`src/design/pcg_regs.vh`:
```
// Register offsets, field positions and timing constants for the PCIe core clock gating block.
`ifndef PCG_REGS_VH
`define PCG_REGS_VH
`define PCG_IDX_PDNB 8'h07
`define PCG_IDX_CFG 8'h11
`define PCG_IDX_PWR 8'h40
`define PCG_IDX_CGDIS 8'h94
`define PCG_IDX_SPARE 8'he8
`define PCG_IDX_STAT 8'hf0
`define PCG_IDX_W 8
`define PCG_ADDR_W 10
`define PCG_BIT_TX_G1 4
`define PCG_BIT_TX_G2 5
`define PCG_BIT_TX_G3A 6
`define PCG_BIT_TX_SB 7
`define PCG_BIT_TX_G3B 24
`define PCG_BIT_PAD_PD 6
`define PCG_LAT_HI 3
`define PCG_LAT_LO 0
`define PCG_BIT_LC_DIS_G1 22
`define PCG_BIT_LC_DIS_SB 24
`define PCG_BIT_LC_EN_G2 28
`define PCG_BIT_LC_EN_G3A 31
`define PCG_BIT_LC_EN_G3B 25
`define PCG_RST_PDNB 32'h0000_0000
`define PCG_RST_CFG 32'h0000_000c
`define PCG_RST_PWR 32'h0000_0000
`define PCG_RST_CGDIS 32'h0140_0000
`define PCG_RST_SPARE 32'h0000_0000
`define PCG_NCORE 5
`define PCG_LINKS 4
`define PCG_LANES_PER_PAD 4
`define PCG_PADS 4
`define PCG_LAT_W 4
`define PCG_PRESCALE 8'h0f
`endif

```
`src/design/pcg_sync.v`:
```
// Two-flop synchroniser for a bus of level signals from outside the clock domain.
`timescale 1ns/1ps
module pcg_sync #(
  parameter W = 4
) (
  // Clock and reset
  input wire clk_sys,
  input wire sys_rst,
  // Data
  input wire [W-1:0] d,
  output reg [W-1:0] q
);
  reg [W-1:0] meta_r;
  always @(posedge clk_sys) begin
    if (sys_rst) begin
      meta_r <= {W{1'b0}};
      q <= {W{1'b0}};
    end else begin
      meta_r <= d;
      q <= meta_r;
    end
  end
endmodule // pcg_sync

```
`src/design/pcg_core_gate.v`:
```
// Per-core gate controller: qualifies L1 entry with a latency, releases gates at once on L1 exit.
`timescale 1ns/1ps
`include "pcg_regs.vh"
module pcg_core_gate (
  // Clock and reset
  input wire clk_sys,
  input wire sys_rst,
  input wire tick,
  // Controls
  input wire tx_en,
  input wire lc_en,
  input wire pad_en,
  input wire [`PCG_LAT_W-1:0] gating_latency,
  // Link state, synchronised
  input wire [`PCG_LINKS-1:0] link_used,
  input wire [`PCG_LINKS-1:0] link_in_l1,
  // Gate outputs
  output reg tx_gate,
  output reg lc_gate,
  output reg [`PCG_PADS-1:0] pad_pd
);
  localparam [`PCG_LAT_W-1:0] LAT_ZERO = 4'h0;
  reg [`PCG_LAT_W-1:0] any_cnt_r;
  reg [`PCG_LAT_W-1:0] all_cnt_r;
  wire [`PCG_LINKS-1:0] l1_used = link_in_l1 & link_used;
  wire any_l1 = |l1_used;
  wire all_l1 = (link_used != {`PCG_LINKS{1'b0}}) && ((link_in_l1 | ~link_used) == {`PCG_LINKS{1'b1}});
  // Gating only after the link has sat in L1 for the latency, so a short dip causes no clock glitch.
  always @(posedge clk_sys) begin
    if (sys_rst) begin
      any_cnt_r <= LAT_ZERO;
      all_cnt_r <= LAT_ZERO;
      tx_gate <= 1'b0;
      lc_gate <= 1'b0;
      pad_pd <= {`PCG_PADS{1'b0}};
    end else begin
      if (!any_l1) begin
        any_cnt_r <= LAT_ZERO;
      end else if (tick && any_cnt_r != gating_latency) begin
        any_cnt_r <= any_cnt_r + 4'h1;
      end
      if (!all_l1) begin
        all_cnt_r <= LAT_ZERO;
      end else if (tick && all_cnt_r != gating_latency) begin
        all_cnt_r <= all_cnt_r + 4'h1;
      end
      tx_gate <= tx_en && any_l1 && (any_cnt_r == gating_latency);
      lc_gate <= lc_en && all_l1 && (all_cnt_r == gating_latency);
      // Each pad feeds one four-lane group, tracked by one link-state bit.
      pad_pd <= (tx_en && pad_en && any_cnt_r == gating_latency) ? l1_used : {`PCG_PADS{1'b0}};
    end
  end
endmodule // pcg_core_gate

```
`src/design/pcg_top.v`:
```
// Top of the PCIe core L1 clock gating block with its Avalon-MM register slave.
//
// The implementer's own choice: the Avalon-MM register port.
`timescale 1ns/1ps
`include "pcg_regs.vh"
module pcg_top (
  // Clock and reset
  input wire clk_sys,
  input wire sys_rst,
  // Avalon-MM slave, word address
  input wire [`PCG_ADDR_W-1:0] avs_address,
  input wire avs_read,
  input wire avs_write,
  input wire [31:0] avs_writedata,
  input wire [3:0] avs_byteenable,
  output reg [31:0] avs_readdata,
  output reg avs_waitrequest,
  output reg [1:0] avs_response,
  // Link state per core: core order is group one, two, southbridge, three-a, three-b
  input wire [19:0] link_in_l1,
  input wire [19:0] link_used,
  // Clock gate controls, one bit per core; pad powerdown one bit per link
  output reg [`PCG_NCORE-1:0] transmit_clock_gate,
  output reg [`PCG_NCORE-1:0] link_core_clock_gate,
  output reg [19:0] rx_side_clock_pad_powerdown
);
  localparam [1:0] RESP_OK = 2'h0;
  localparam [1:0] RESP_DECERR = 2'h3;
  localparam [1:0] ST_IDLE = 2'h0;
  localparam [1:0] ST_ACK = 2'h1;
  localparam [1:0] ST_HOLD = 2'h2;
  localparam NC = `PCG_NCORE;
  localparam NL = `PCG_LINKS;

  reg [31:0] core_powerdown_control_r;
  reg [31:0] core_config_control_r;
  reg [31:0] core_power_control_r;
  reg [31:0] clock_gate_disable_bits_r;
  reg [31:0] top_clock_spare_r;
  reg [1:0] state_r;
  reg [1:0] state_nxt;
  reg [7:0] pre_r;
  reg tick_r;
  wire [19:0] l1_s;
  wire [19:0] used_s;
  wire [NC-1:0] tx_en;
  wire [NC-1:0] lc_en;
  wire [NC-1:0] tx_g;
  wire [NC-1:0] lc_g;
  wire [19:0] pad_g;
  wire [`PCG_IDX_W-1:0] idx = avs_address[`PCG_IDX_W-1:0];
  wire addr_hi_ok = (avs_address[`PCG_ADDR_W-1:`PCG_IDX_W] == 2'h0);

  // Decoded once for the response to both reads and writes; the read and write data paths decode idx in their own case.
  function hit;
    input [`PCG_IDX_W-1:0] a;
    begin
      hit = (a == `PCG_IDX_PDNB) || (a == `PCG_IDX_CFG) || (a == `PCG_IDX_PWR) ||
            (a == `PCG_IDX_CGDIS) || (a == `PCG_IDX_SPARE) || (a == `PCG_IDX_STAT);
    end
  endfunction

  function [31:0] merge;
    input [31:0] old;
    input [31:0] wd;
    input [3:0] be;
    integer i;
    begin
      merge = old;
      for (i = 0; i < 4; i = i + 1) begin
        if (be[i]) begin
          merge[i*8 +: 8] = wd[i*8 +: 8];
        end
      end
    end
  endfunction

  pcg_sync #(.W(20)) u_sync_l1 (
    .clk_sys(clk_sys),
    .sys_rst(sys_rst),
    .d(link_in_l1),
    .q(l1_s)
  );

  pcg_sync #(.W(20)) u_sync_used (
    .clk_sys(clk_sys),
    .sys_rst(sys_rst),
    .d(link_used),
    .q(used_s)
  );

  // Per-core enables from the register fields.
  assign tx_en[0] = core_powerdown_control_r[`PCG_BIT_TX_G1];
  assign tx_en[1] = core_powerdown_control_r[`PCG_BIT_TX_G2];
  assign tx_en[2] = core_powerdown_control_r[`PCG_BIT_TX_SB];
  assign tx_en[3] = core_powerdown_control_r[`PCG_BIT_TX_G3A];
  assign tx_en[4] = core_powerdown_control_r[`PCG_BIT_TX_G3B];
  assign lc_en[0] = ~clock_gate_disable_bits_r[`PCG_BIT_LC_DIS_G1];
  assign lc_en[1] = top_clock_spare_r[`PCG_BIT_LC_EN_G2];
  assign lc_en[2] = ~clock_gate_disable_bits_r[`PCG_BIT_LC_DIS_SB];
  assign lc_en[3] = top_clock_spare_r[`PCG_BIT_LC_EN_G3A];
  assign lc_en[4] = top_clock_spare_r[`PCG_BIT_LC_EN_G3B];

  // The latency counts prescaled ticks; the value is shared by all cores.
  always @(posedge clk_sys) begin
    if (sys_rst) begin
      pre_r <= 8'h00;
      tick_r <= 1'b0;
    end else begin
      tick_r <= (pre_r == `PCG_PRESCALE);
      pre_r <= (pre_r == `PCG_PRESCALE) ? 8'h00 : pre_r + 8'h01;
    end
  end

  genvar g;
  generate
    for (g = 0; g < NC; g = g + 1) begin : g_core
      pcg_core_gate u_gate (
        .clk_sys(clk_sys),
        .sys_rst(sys_rst),
        .tick(tick_r),
        .tx_en(tx_en[g]),
        .lc_en(lc_en[g]),
        .pad_en(core_power_control_r[`PCG_BIT_PAD_PD]),
        .gating_latency(core_config_control_r[`PCG_LAT_HI:`PCG_LAT_LO]),
        .link_used(used_s[g*NL +: NL]),
        .link_in_l1(l1_s[g*NL +: NL]),
        .tx_gate(tx_g[g]),
        .lc_gate(lc_g[g]),
        .pad_pd(pad_g[g*NL +: NL])
      );
    end
  endgenerate

  // Exit from L1 clears the transmit and pad gates on the edge after the synchronised link state shows it; the link-core gate clears one cycle later via lc_g.
  always @(posedge clk_sys) begin
    if (sys_rst) begin
      transmit_clock_gate <= {NC{1'b0}};
      link_core_clock_gate <= {NC{1'b0}};
      rx_side_clock_pad_powerdown <= 20'h00000;
    end else begin
      transmit_clock_gate <= tx_g & l1_s_any(l1_s & used_s);
      link_core_clock_gate <= lc_g;
      rx_side_clock_pad_powerdown <= pad_g & l1_s & used_s;
    end
  end

  function [NC-1:0] l1_s_any;
    input [19:0] v;
    integer k;
    begin
      l1_s_any = {NC{1'b0}};
      for (k = 0; k < NC; k = k + 1) begin
        l1_s_any[k] = |v[k*NL +: NL];
      end
    end
  endfunction

  // Bus handshake: request taken in idle, one answer cycle, then one hold cycle back to idle.
  always @* begin
    state_nxt = state_r;
    case (state_r)
      ST_IDLE: begin
        if (avs_read || avs_write) begin
          state_nxt = ST_ACK;
        end
      end
      ST_ACK: begin
        state_nxt = ST_HOLD;
      end
      ST_HOLD: begin
        state_nxt = ST_IDLE;
      end
      default: begin
        state_nxt = ST_IDLE;
      end
    endcase
  end

  always @(posedge clk_sys) begin
    if (sys_rst) begin
      state_r <= ST_IDLE;
      avs_waitrequest <= 1'b1;
      avs_readdata <= 32'h0000_0000;
      avs_response <= RESP_OK;
      core_powerdown_control_r <= `PCG_RST_PDNB;
      core_config_control_r <= `PCG_RST_CFG;
      core_power_control_r <= `PCG_RST_PWR;
      clock_gate_disable_bits_r <= `PCG_RST_CGDIS;
      top_clock_spare_r <= `PCG_RST_SPARE;
    end else begin
      state_r <= state_nxt;
      avs_waitrequest <= ~(state_r == ST_IDLE && (avs_read || avs_write));
      if (state_r == ST_IDLE && (avs_read || avs_write)) begin
        avs_response <= (hit(idx) && addr_hi_ok) ? RESP_OK : RESP_DECERR;
        avs_readdata <= 32'h0000_0000;
        if (avs_read && addr_hi_ok) begin
          case (idx)
            `PCG_IDX_PDNB: avs_readdata <= core_powerdown_control_r;
            `PCG_IDX_CFG: avs_readdata <= core_config_control_r;
            `PCG_IDX_PWR: avs_readdata <= core_power_control_r;
            `PCG_IDX_CGDIS: avs_readdata <= clock_gate_disable_bits_r;
            `PCG_IDX_SPARE: avs_readdata <= top_clock_spare_r;
            `PCG_IDX_STAT: avs_readdata <= {17'h00000, link_core_clock_gate, 5'h00, transmit_clock_gate};
            default: avs_readdata <= 32'h0000_0000;
          endcase
        end
        if (avs_write && addr_hi_ok) begin
          case (idx)
            `PCG_IDX_PDNB: core_powerdown_control_r <= merge(core_powerdown_control_r, avs_writedata, avs_byteenable);
            `PCG_IDX_CFG: core_config_control_r <= merge(core_config_control_r, avs_writedata, avs_byteenable);
            `PCG_IDX_PWR: core_power_control_r <= merge(core_power_control_r, avs_writedata, avs_byteenable);
            `PCG_IDX_CGDIS: clock_gate_disable_bits_r <= merge(clock_gate_disable_bits_r, avs_writedata, avs_byteenable);
            `PCG_IDX_SPARE: top_clock_spare_r <= merge(top_clock_spare_r, avs_writedata, avs_byteenable);
            default: core_config_control_r <= core_config_control_r;
          endcase
        end
      end
    end
  end
endmodule // pcg_top

```
`config.mk`:
```
export PLATFORM = sky130hd
export DESIGN_NAME = pcg_top
export DESIGN_NICKNAME = d
export VERILOG_FILES = /design/src/design/pcg_sync.v /design/src/design/pcg_core_gate.v /design/src/design/pcg_top.v
export VERILOG_INCLUDE_DIRS = /design/src /design/src/design
export SDC_FILE = /design/constraint.sdc
export NUM_CORES = 1
export LEC_CHECK = 0
export BUFFER_PORTS_ARGS = -buffer_cell sky130_fd_sc_hd__buf_2
export CELL_PAD_IN_SITES_DETAIL_PLACEMENT = 2
export CELL_PAD_IN_SITES_GLOBAL_PLACEMENT = 2
export CORE_AREA = 2 2 179 251
export CTS_CLUSTER_SIZE = 24
export DETAILED_ROUTE_END_ITERATION = 7
export DIE_AREA = 0 0 181 253
export GPL_TIMING_DRIVEN = 1
export PLACE_DENSITY = 0.84
export SLEW_MARGIN = 20
export SYNTH_ARGS = -nofsm -noshare
export SYNTH_HDL_FRONTEND = slang
export SYNTH_SLANG_ARGS = --single-unit
```
`constraint.sdc`:
```
create_clock -name clk_sys -period 1.8 [get_ports clk_sys]
set_input_delay 0.09 -clock clk_sys [delete_from_list [all_inputs] [get_ports clk_sys]]
set_output_delay 0.09 -clock clk_sys [all_outputs]
set_load 0.03 [all_outputs]
```
[Yosys cells after proc, flatten, opt, wreduce, memory -nomap -nowiden]
Index checks and enable logic that the tools add are counted.
Word-level totals
  word-level logic and storage cells: 253
  input bits: 90
  output and inout bits: 65
  register bits after elaboration: 386
Cells by class
  reduce and logical (&&, ||, !) cells: 108
  add/subtract/negate cells: 11
  multiplexer cells: 5
  bitwise operators: 37
  equal/unequal tests: 34
Operator list (count)
  one-hot mux 32 bit (6 select lines): 1
  AND reduction 4 bit: 20
  AND 20 bit: 3
  logical AND 1 bit: 49
  adder 4 x 1 -> 4 bit, second input constant: 10
  == test 4 bit: 10
  inequality test 4 bit: 10
  OR reduction 4 bit: 10
  two-way mux 32 bit: 1
  OR reduction 2 bit: 16
  == test 8 bit, second input constant: 3
  AND 4 bit: 5
  == test 4 bit, second input constant: 5
  inverter 4 bit: 5
  bitwise OR 4 bit: 5
  nonzero test 4 bit: 5
  inverter 1 bit: 18
  adder 8 x 1 -> 8 bit, second input constant: 1
  == test 8 x 3 -> 1 bit, second input constant: 1
  == test 8 x 4 -> 1 bit, second input constant: 1
  == test 8 x 5 -> 1 bit, second input constant: 1
  == test 8 x 7 -> 1 bit, second input constant: 1
  logical OR 1 bit: 6
  AND 5 bit: 1
  other kinds (5): 7

[Logic depth before layout (Yosys ltp)]
Gate-level depths: netlist of run 1.
  depth after elaboration: 8
  mapped depth: 7
  gate-level depth less buffers: 5

[Modules after synthesis]
From an unflattened synthesis of run 1, not the netlist that was laid out.
Unflattened totals
  cell total of the unflattened synthesis: 1648
  area, all modules: 15138.3 um^2
Modules (own cells, without submodules)
  pcg_top: seq. area each 4704.5 um^2, cells each 1110, instances 1, area each 9391.5 um^2
  pcg_core_gate: seq. area each 280.3 um^2, cells each 74, instances 5, area each 686.9 um^2
  pcg_sync: seq. area each 800.8 um^2, cells each 84, instances 2, area each 1156.1 um^2

[Worst setup path before layout of run 1]
Ideal clock, no wire load.
  kind: register -> register
  from: register state_r[0]
  to: register clock_gate_disable_bits_r[22]
  data required time: 1680 ps
  data arrival time: 1575 ps
  setup slack: 105 ps
  period minus slack after synthesis: 1695 ps
  library setup time: 120 ps
  stages on the path, launching flop included: 6
  path buffers: 0
  cell sequence: dfxtp_1 nor4_4 nand3_2 nor2_4 nor2b_1 a211o_1
On the way
  longest elaborated chain between the ends: 3
RTL lines
  from (decl): line pcg_top.v:40  | reg [1:0] state_r;
  from (signal assigned): line pcg_top.v:192  | state_r <= state_nxt;
  logical NOT 2 bit: line pcg_top.v:194  | if (state_r == ST_IDLE && (avs_read || avs_write)) begin
  logical AND 1 bit: line pcg_top.v:194
  AND reduction 4 bit (no line)
  to (signal assigned): line pcg_top.v:189  | clock_gate_disable_bits_r <= `PCG_RST_CGDIS;
  to (signal assigned): line pcg_top.v:213  | `PCG_IDX_CGDIS: clock_gate_disable_bits_r <= merge(clock_gate_disable_bits_r, avs_writedata, avs_byteenable);
  to (decl): line pcg_top.v:38  | reg [31:0] clock_gate_disable_bits_r;
Every way passes these cells.
A chain may end at the register's enable or synchronous reset.

[Final worst setup path of run 1]
  from: register state_r[0]
  to: register core_config_control_r[15]
On the way
  longest elaborated chain between the ends: 3
RTL lines
  logical NOT 2 bit: line pcg_top.v:194
  logical AND 1 bit: line pcg_top.v:194
  AND reduction 4 bit (no line)
  to (signal assigned): line pcg_top.v:187  | core_config_control_r <= `PCG_RST_CFG;
  to (signal assigned): line pcg_top.v:211  | `PCG_IDX_CFG: core_config_control_r <= merge(core_config_control_r, avs_writedata, avs_byteenable);
  to (signal assigned): line pcg_top.v:215  | default: core_config_control_r <= core_config_control_r;
  to (decl): line pcg_top.v:36  | reg [31:0] core_config_control_r;
Every way passes these cells.

==> results.yml, run 1 <==
outcome:
  status: "complete, but fails checks"
  violations: "setup timing"
floorplan:
  start_util_pct: 33.4
  chipHeight_um: 253
  dieWidth_um: 181
  die-area_um2: 45800
  core_area_um2: 43700
  num_rows: 91
  pin_count: 155
setup_path:
  cp-start-kind: "register"
  r2r_setup_slack_ns: -0.23
  cp-end-kind: "register"
  critical_path_class: "register to register"
  critPathArrivalTime_ns: 2.45
  worstPathRequired_ns: 2.22
  worstPathMaxFanout: 6
sta:
  relSlewSlack_pct: 47.1
  fin_worst_skew_ns: 0.0333
  hold_violations: 0
  rsz0062_at_grt: "true"
  setup_viol_count_final: 103
  setup_slack_ns: -0.231
  final.min_clock_period_ns: 2.03
  period_share_pct: 113
  fmax_mhz: 492
  finalMaxSlewViolations: 0
  tightest_slew_ns: 0.792
final_layout:
  drive_above_1_share_pct: 21.8
  nets: 1862
  area_growth_pct: 32.8
  final_util_pct: 44.3
  fin_area_um2: 19400
  nFillCells: 4547
global_route:
  antenna_found_initial: 1
  gr-total-overflow: 0
  grt_pass1_vias: 14633
  grt_usage_pct: 25.5
  grt_pass1_wl_mm: 89.7
  grt_max_degree: 125
placed_design:
  routabilityCongestion: 0.785
  postPlaceCellArea_um2: 16600
  dp_hpwl_mm: 33.4
  numPortBuffers: 154
logic_synthesis:
  ys_top_cells_by_count: "385 x dfxtp_1, 194 x nor2_1, 117 x mux2i_1"
  synth_top_area_share_pct: 52.8
  ys_ff_latch: 385
  yosysUniqueCellTypes: 46
  synth.area.top_cells: "dfxtp_1 53%, mux2i_1 8.0%, nor2_1 5.0%"
  yosysSeqAreaShare_pct: 52.8
  async_flop_share_pct: 0
  synthesis.nets: 1580
  synth_area_per_cell_um2: 9.87
  yosysMostFrequentCell: "dfxtp_1"
  yosys_warnings: 0
  syn_area_um2: 14600
  synthCells: 1479
  yosys.area.top_type: "dfxtp_1"
  synth_edf_count: 0
  synth_ff_type: "dfxtp_1"
drt:
  detail_route.wirelength_mm: 63.7
  avgRoutedWirePerCell_um: 27.1
  detail_route.vias_per_cell: 5.56
  vias: 13065
  drtIter0Drc: 1063
  dr.pass1.iters: 7
  drc_errors: 0
  ant_nets: 0
cts:
  clock-root-buffer: "clkbuf_16"
  clk_latency_ns: 0.59
  clk_path_buf_depth: 3
  htree_num_levels: 2
  path_clk_slew_ns: 0.07
  cts_tree: "done"
  cts_sinks: 385
  cts_made_buffers: 40
pwr:
  ir_drop_uv: 669
  power_w: 0.0188
  p_per_area_nw_per_um2: 972
  p_leak_nw: 7.01
run:
  cap_violations: 0
hold_path:
  hp-class: "input port to register"
## final cells by class
| cell class | count | area, um2 | area share, % |
|---|---|---|---|
| Antenna cell | 1 | 2.50 | 0.0129 |
| Multi-Input combinational cell | 991 | 6860 | 35.4 |
| Inverter | 21 | 78.8 | 0.407 |
| Clock buffer | 54 | 1120 | 5.80 |
| Timing Repair Buffer | 322 | 2600 | 13.4 |
| Sequential cell | 385 | 7710 | 39.8 |
| Tap cell | 558 | 698 | 3.60 |
| Clock inverter | 18 | 308 | 1.59 |
## placed cells by master (no fill, tap or decap), types with 31 or more instances in the layout
master         count
nand3_1           31
o21ai_0           47
clkbuf_16         40
dlygate4sd3_1     83
a21oi_1           76
dfxtp_1          381
buf_2            153
buf_4             51
nand2_1           95
a222oi_1          44
mux2i_1           85
xor2_1            43
nor2_1           191
nor2b_1           96
## critical path, stage by stage (launching register included)
cell and delay [ns]:
dfxtp_2 0.35, nor4_4 0.34, buf_4 0.20, nand3_4 0.19, nor2_4 0.20, buf_12 0.15, mux2i_1 0.34, nor2_1 0.12
## flip-flops by register name, summed over array words and instances (netlist names), 32 cells and up
name	count
top_clock_spare_r	32
core_powerdown_control_r	32
core_config_control_r	32
clock_gate_disable_bits_r	32
core_power_control_r	32
avs_readdata	32
## what timing repair did
action,in CTS,in global routing
gates resized for setup,18,82
hold endpoints to repair,208,9
hold buffers,82,1
endpoints found under the setup margin,120,160
pin swaps,5,15
buffers inserted,4,9
## through the flow
stage	instances	hold slack (ns)	TNS (ns)	worst slack, ns
6_report	2350	0.126	-7.40	-0.231
5_1_grt	2350	0.137	-15.16	-0.305
4_1_cts	2339	-0.107	-1.16	-0.0676
3_5_place_dp	2181	0.307	-10.49	-0.273
3_3_place_gp	2181	0.299	-0.389	-0.105
2_1_floorplan	1479	0.208	0	0.105
## path summary, 6_finish.rpt
path / depth (start not counted) / endpoint / from
setup / recovery: 7 / core_config_control_r[15]$_SDFFE_PP0P_ / state_r[0]$_SDFFE_PP0P_
hold / removal: 4 / state_r[0]$_SDFFE_PP0P_ / avs_read
setup reg to reg: 7 / core_config_control_r[15]$_SDFFE_PP0P_ / state_r[0]$_SDFFE_PP0P_
hold reg to reg: 2 / transmit_clock_gate[1]$_SDFF_PP0_ / g_core[1].u_gate.tx_gate$_SDFF_PP0_
## layer usage
| metal | GRT usage [%] | part of all wire [%] | up-vias |
|---|---|---|---|
| li1 | - | - | 5716 |
| met1 | 26.1 | 36 | 6593 |
| met2 | 49.7 | 54 | 558 |
| met3 | 3.65 | 4.4 | 198 |
| met4 | 13.8 | 5.8 | 0 |
| met5 | 0 | 0 | - |
## power breakdown
| group | switching (W) | internal, W |
|---|---|---|
| logic | 0.000523 | 0.000327 |
| clock network | 0.00388 | 0.00544 |
| registers | 0.0000553 | 0.00861 |
| total | 0.00446 | 0.0144 |
## cell families (layout without fill, tap and decap cells)
family          Yosys count  in the layout  share of synthesized area, %
simple gates            526            526                          18.6
flops                   385            385                          52.8
compound gates          264            264                          12.3
mux                     117            117                          8.03
buf+inv                 103            415                          2.86
xor+xnor                 73             73                          4.38
fa+ha+maj                11             11                         0.943
other cells               0              1                             0
(Power assumes the default switching activity.)
==> run 2, diff against run 1 <==
--- a/config.mk
+++ b/config.mk
@@ -14,7 +14,7 @@
 export DETAILED_ROUTE_END_ITERATION = 7
 export DIE_AREA = 0 0 181 253
 export GPL_TIMING_DRIVEN = 1
-export PLACE_DENSITY = 0.84
+export PLACE_DENSITY = 0.85
 export SLEW_MARGIN = 20
 export SYNTH_ARGS = -nofsm -noshare
 export SYNTH_HDL_FRONTEND = slang
==> constraint.sdc (replaced) <==
create_clock -name clk_sys -period 1.8 [get_ports clk_sys]
set_input_delay 0.09 -clock clk_sys [delete_from_list [all_inputs] [get_ports clk_sys]]
set_output_delay 0.09 -clock clk_sys [all_outputs]
set_load 0.1 [all_outputs]
==> results.yml, run 2 (synthesis results as in run 1) <==
final_layout:
  multi_input_area_um2: 7070
  seq_area_um2: 7720
  layout_common_cells: "382 x dfxtp_1, 191 x nor2_1, 153 x buf_2"
  final_common_cell: "dfxtp_1"
  nets: 1862
  fin_area_um2: 19700
  final_util_pct: 45.0
  nFillCells: 4454
  area_growth_pct: 34.8
  drive_above_1_share_pct: 23.9
run:
  cap_violations: 0
outcome:
  status: "complete, but fails checks"
  violations: "setup timing"
cts:
  clk_path_buf_depth: 3
  cts_tree: "done"
  path_clk_slew_ns: 0.07
  htree_num_levels: 2
  cts_made_buffers: 40
  clock-root-buffer: "clkbuf_16"
  cts_sinks: 385
  clk_latency_ns: 0.60
drt:
  ant_nets: 0
  vias: 13392
  avgRoutedWirePerCell_um: 28.5
  dr.pass1.iters: 8
  detail_route.wirelength_mm: 67.0
  drtIter0Drc: 1154
  detail_route.vias_per_cell: 5.69
  drc_errors: 0
setup_path:
  worstPathMaxFanout: 8
  worstPathRequired_ns: 2.23
  critPathArrivalTime_ns: 2.55
  cp-end-kind: "register"
  critical_path_class: "register to register"
  reg2regPathDepth: 8
  cp-start-kind: "register"
global_route:
  grt_pass1_wl_mm: 91.2
  gr-total-overflow: 0
  grt_usage_pct: 26.0
  grt_max_degree: 131
  grt_pass1_vias: 14789
  antenna_found_initial: 1
floorplan:
  num_rows: 91
  start_util_pct: 33.4
  die-area_um2: 45800
  dieWidth_um: 181
  core_area_um2: 43700
  pin_count: 155
  chipHeight_um: 253
sta:
  tightest_slew_ns: 0.790
  fin_worst_skew_ns: 0.0490
  fin_hold_ws_ns: 0.150
  final.min_clock_period_ns: 2.12
  period_share_pct: 118
  rsz0062_at_grt: "true"
  relSlewSlack_pct: 47.3
  setup_viol_count_final: 137
  fmax_mhz: 472
  setup_slack_ns: -0.318
  hold_violations: 0
  finalMaxSlewViolations: 0
pwr:
  power_w: 0.0187
  ir_drop_uv: 614
  p_leak_nw: 7.06
  p_per_area_nw_per_um2: 951
hold_path:
  hold_depth: 4
  hp-class: "input port to register"
placed_design:
  numPortBuffers: 154
  dp_hpwl_mm: 33.0
  postPlaceCellArea_um2: 16600
  routabilityCongestion: 0.799
  detailedPlace.worstSlack_ns: -0.111
==> run 2: path summary, 6_finish.rpt <==
path | startpoint | endpoint | slack, ns
worst max-delay path | state_r[1]$_SDFFE_PP0P_ | top_clock_spare_r[7]$_SDFFE_PP0P_ | -0.32
worst min-delay path | avs_read | state_r[0]$_SDFFE_PP0P_ | 0.15
worst max register to register | state_r[1]$_SDFFE_PP0P_ | top_clock_spare_r[7]$_SDFFE_PP0P_ | -0.32
worst min register to register | u_sync_l1.meta_r[1]$_SDFF_PP0_ | u_sync_l1.q[1]$_SDFF_PP0_ | 0.45
==> run 2: what timing repair did <==
action / in CTS / in global routing
pin swaps: 12 / 25
hold endpoints to repair: 222 / 0
gates resized for setup: 58 / 121
hold buffers: 78 / 0
setup buffers: 15 / 10
gates cloned: 0 / 0
endpoints found under the setup margin: 158 / 188
==> run 2: layout make-up <==
type                            count  share of cell area, %
Antenna cell                        1                 0.0127
Clock buffer                       58                   5.84
Clock inverter                     16                   1.38
Inverter                           21                  0.401
Multi-Input combinational cell    991                   35.9
Sequential cell                   385                   39.2
Tap cell                          558                   3.55
Timing Repair Buffer              322                   13.7
==> run 2: routing by layer <==
| layer | vias up | wire length [um] | GRT usage (%) |
|---|---|---|---|
| li1 | 5738 | - | - |
| met1 | 6708 | 23400 | 26.8 |
| met2 | 649 | 35000 | 50.5 |
| met3 | 297 | 3430 | 3.83 |
| met4 | 0 | 5130 | 13.7 |
| met5 | - | 0 | 0 |
==> run 2: power by group <==
| part | total (W) | leakage (nW) | switching (W) | internal [W] |
|---|---|---|---|---|
| Clock | 0.00913 | 0.675 | 0.00402 | 0.00512 |
| Combinational | 0.000916 | 3.26 | 0.000576 | 0.000339 |
| Sequential | 0.00866 | 3.12 | 0.0000514 | 0.00861 |
==> run 2: critical path: stages, from the launching register on <==
cell and delay [ns]:
dfxtp_1 0.40, nor4_4 0.23, buf_4 0.19, nand3_2 0.10, buf_12 0.18, nor2_4 0.24, buf_6 0.15, mux2i_1 0.32
nor2_1 0.14
==> run 2: per-stage QoR <==
| stage | setup TNS, ns | instances |
|---|---|---|
| 6_report | -8.85 | 2352 |
| 5_1_grt | -13.86 | 2352 |
| 4_1_cts | -2.11 | 2342 |
| 3_5_place_dp | -4.30 | 2175 |
| 3_3_place_gp | -0.0588 | 2175 |
| 2_1_floorplan | 0 | 1479 |
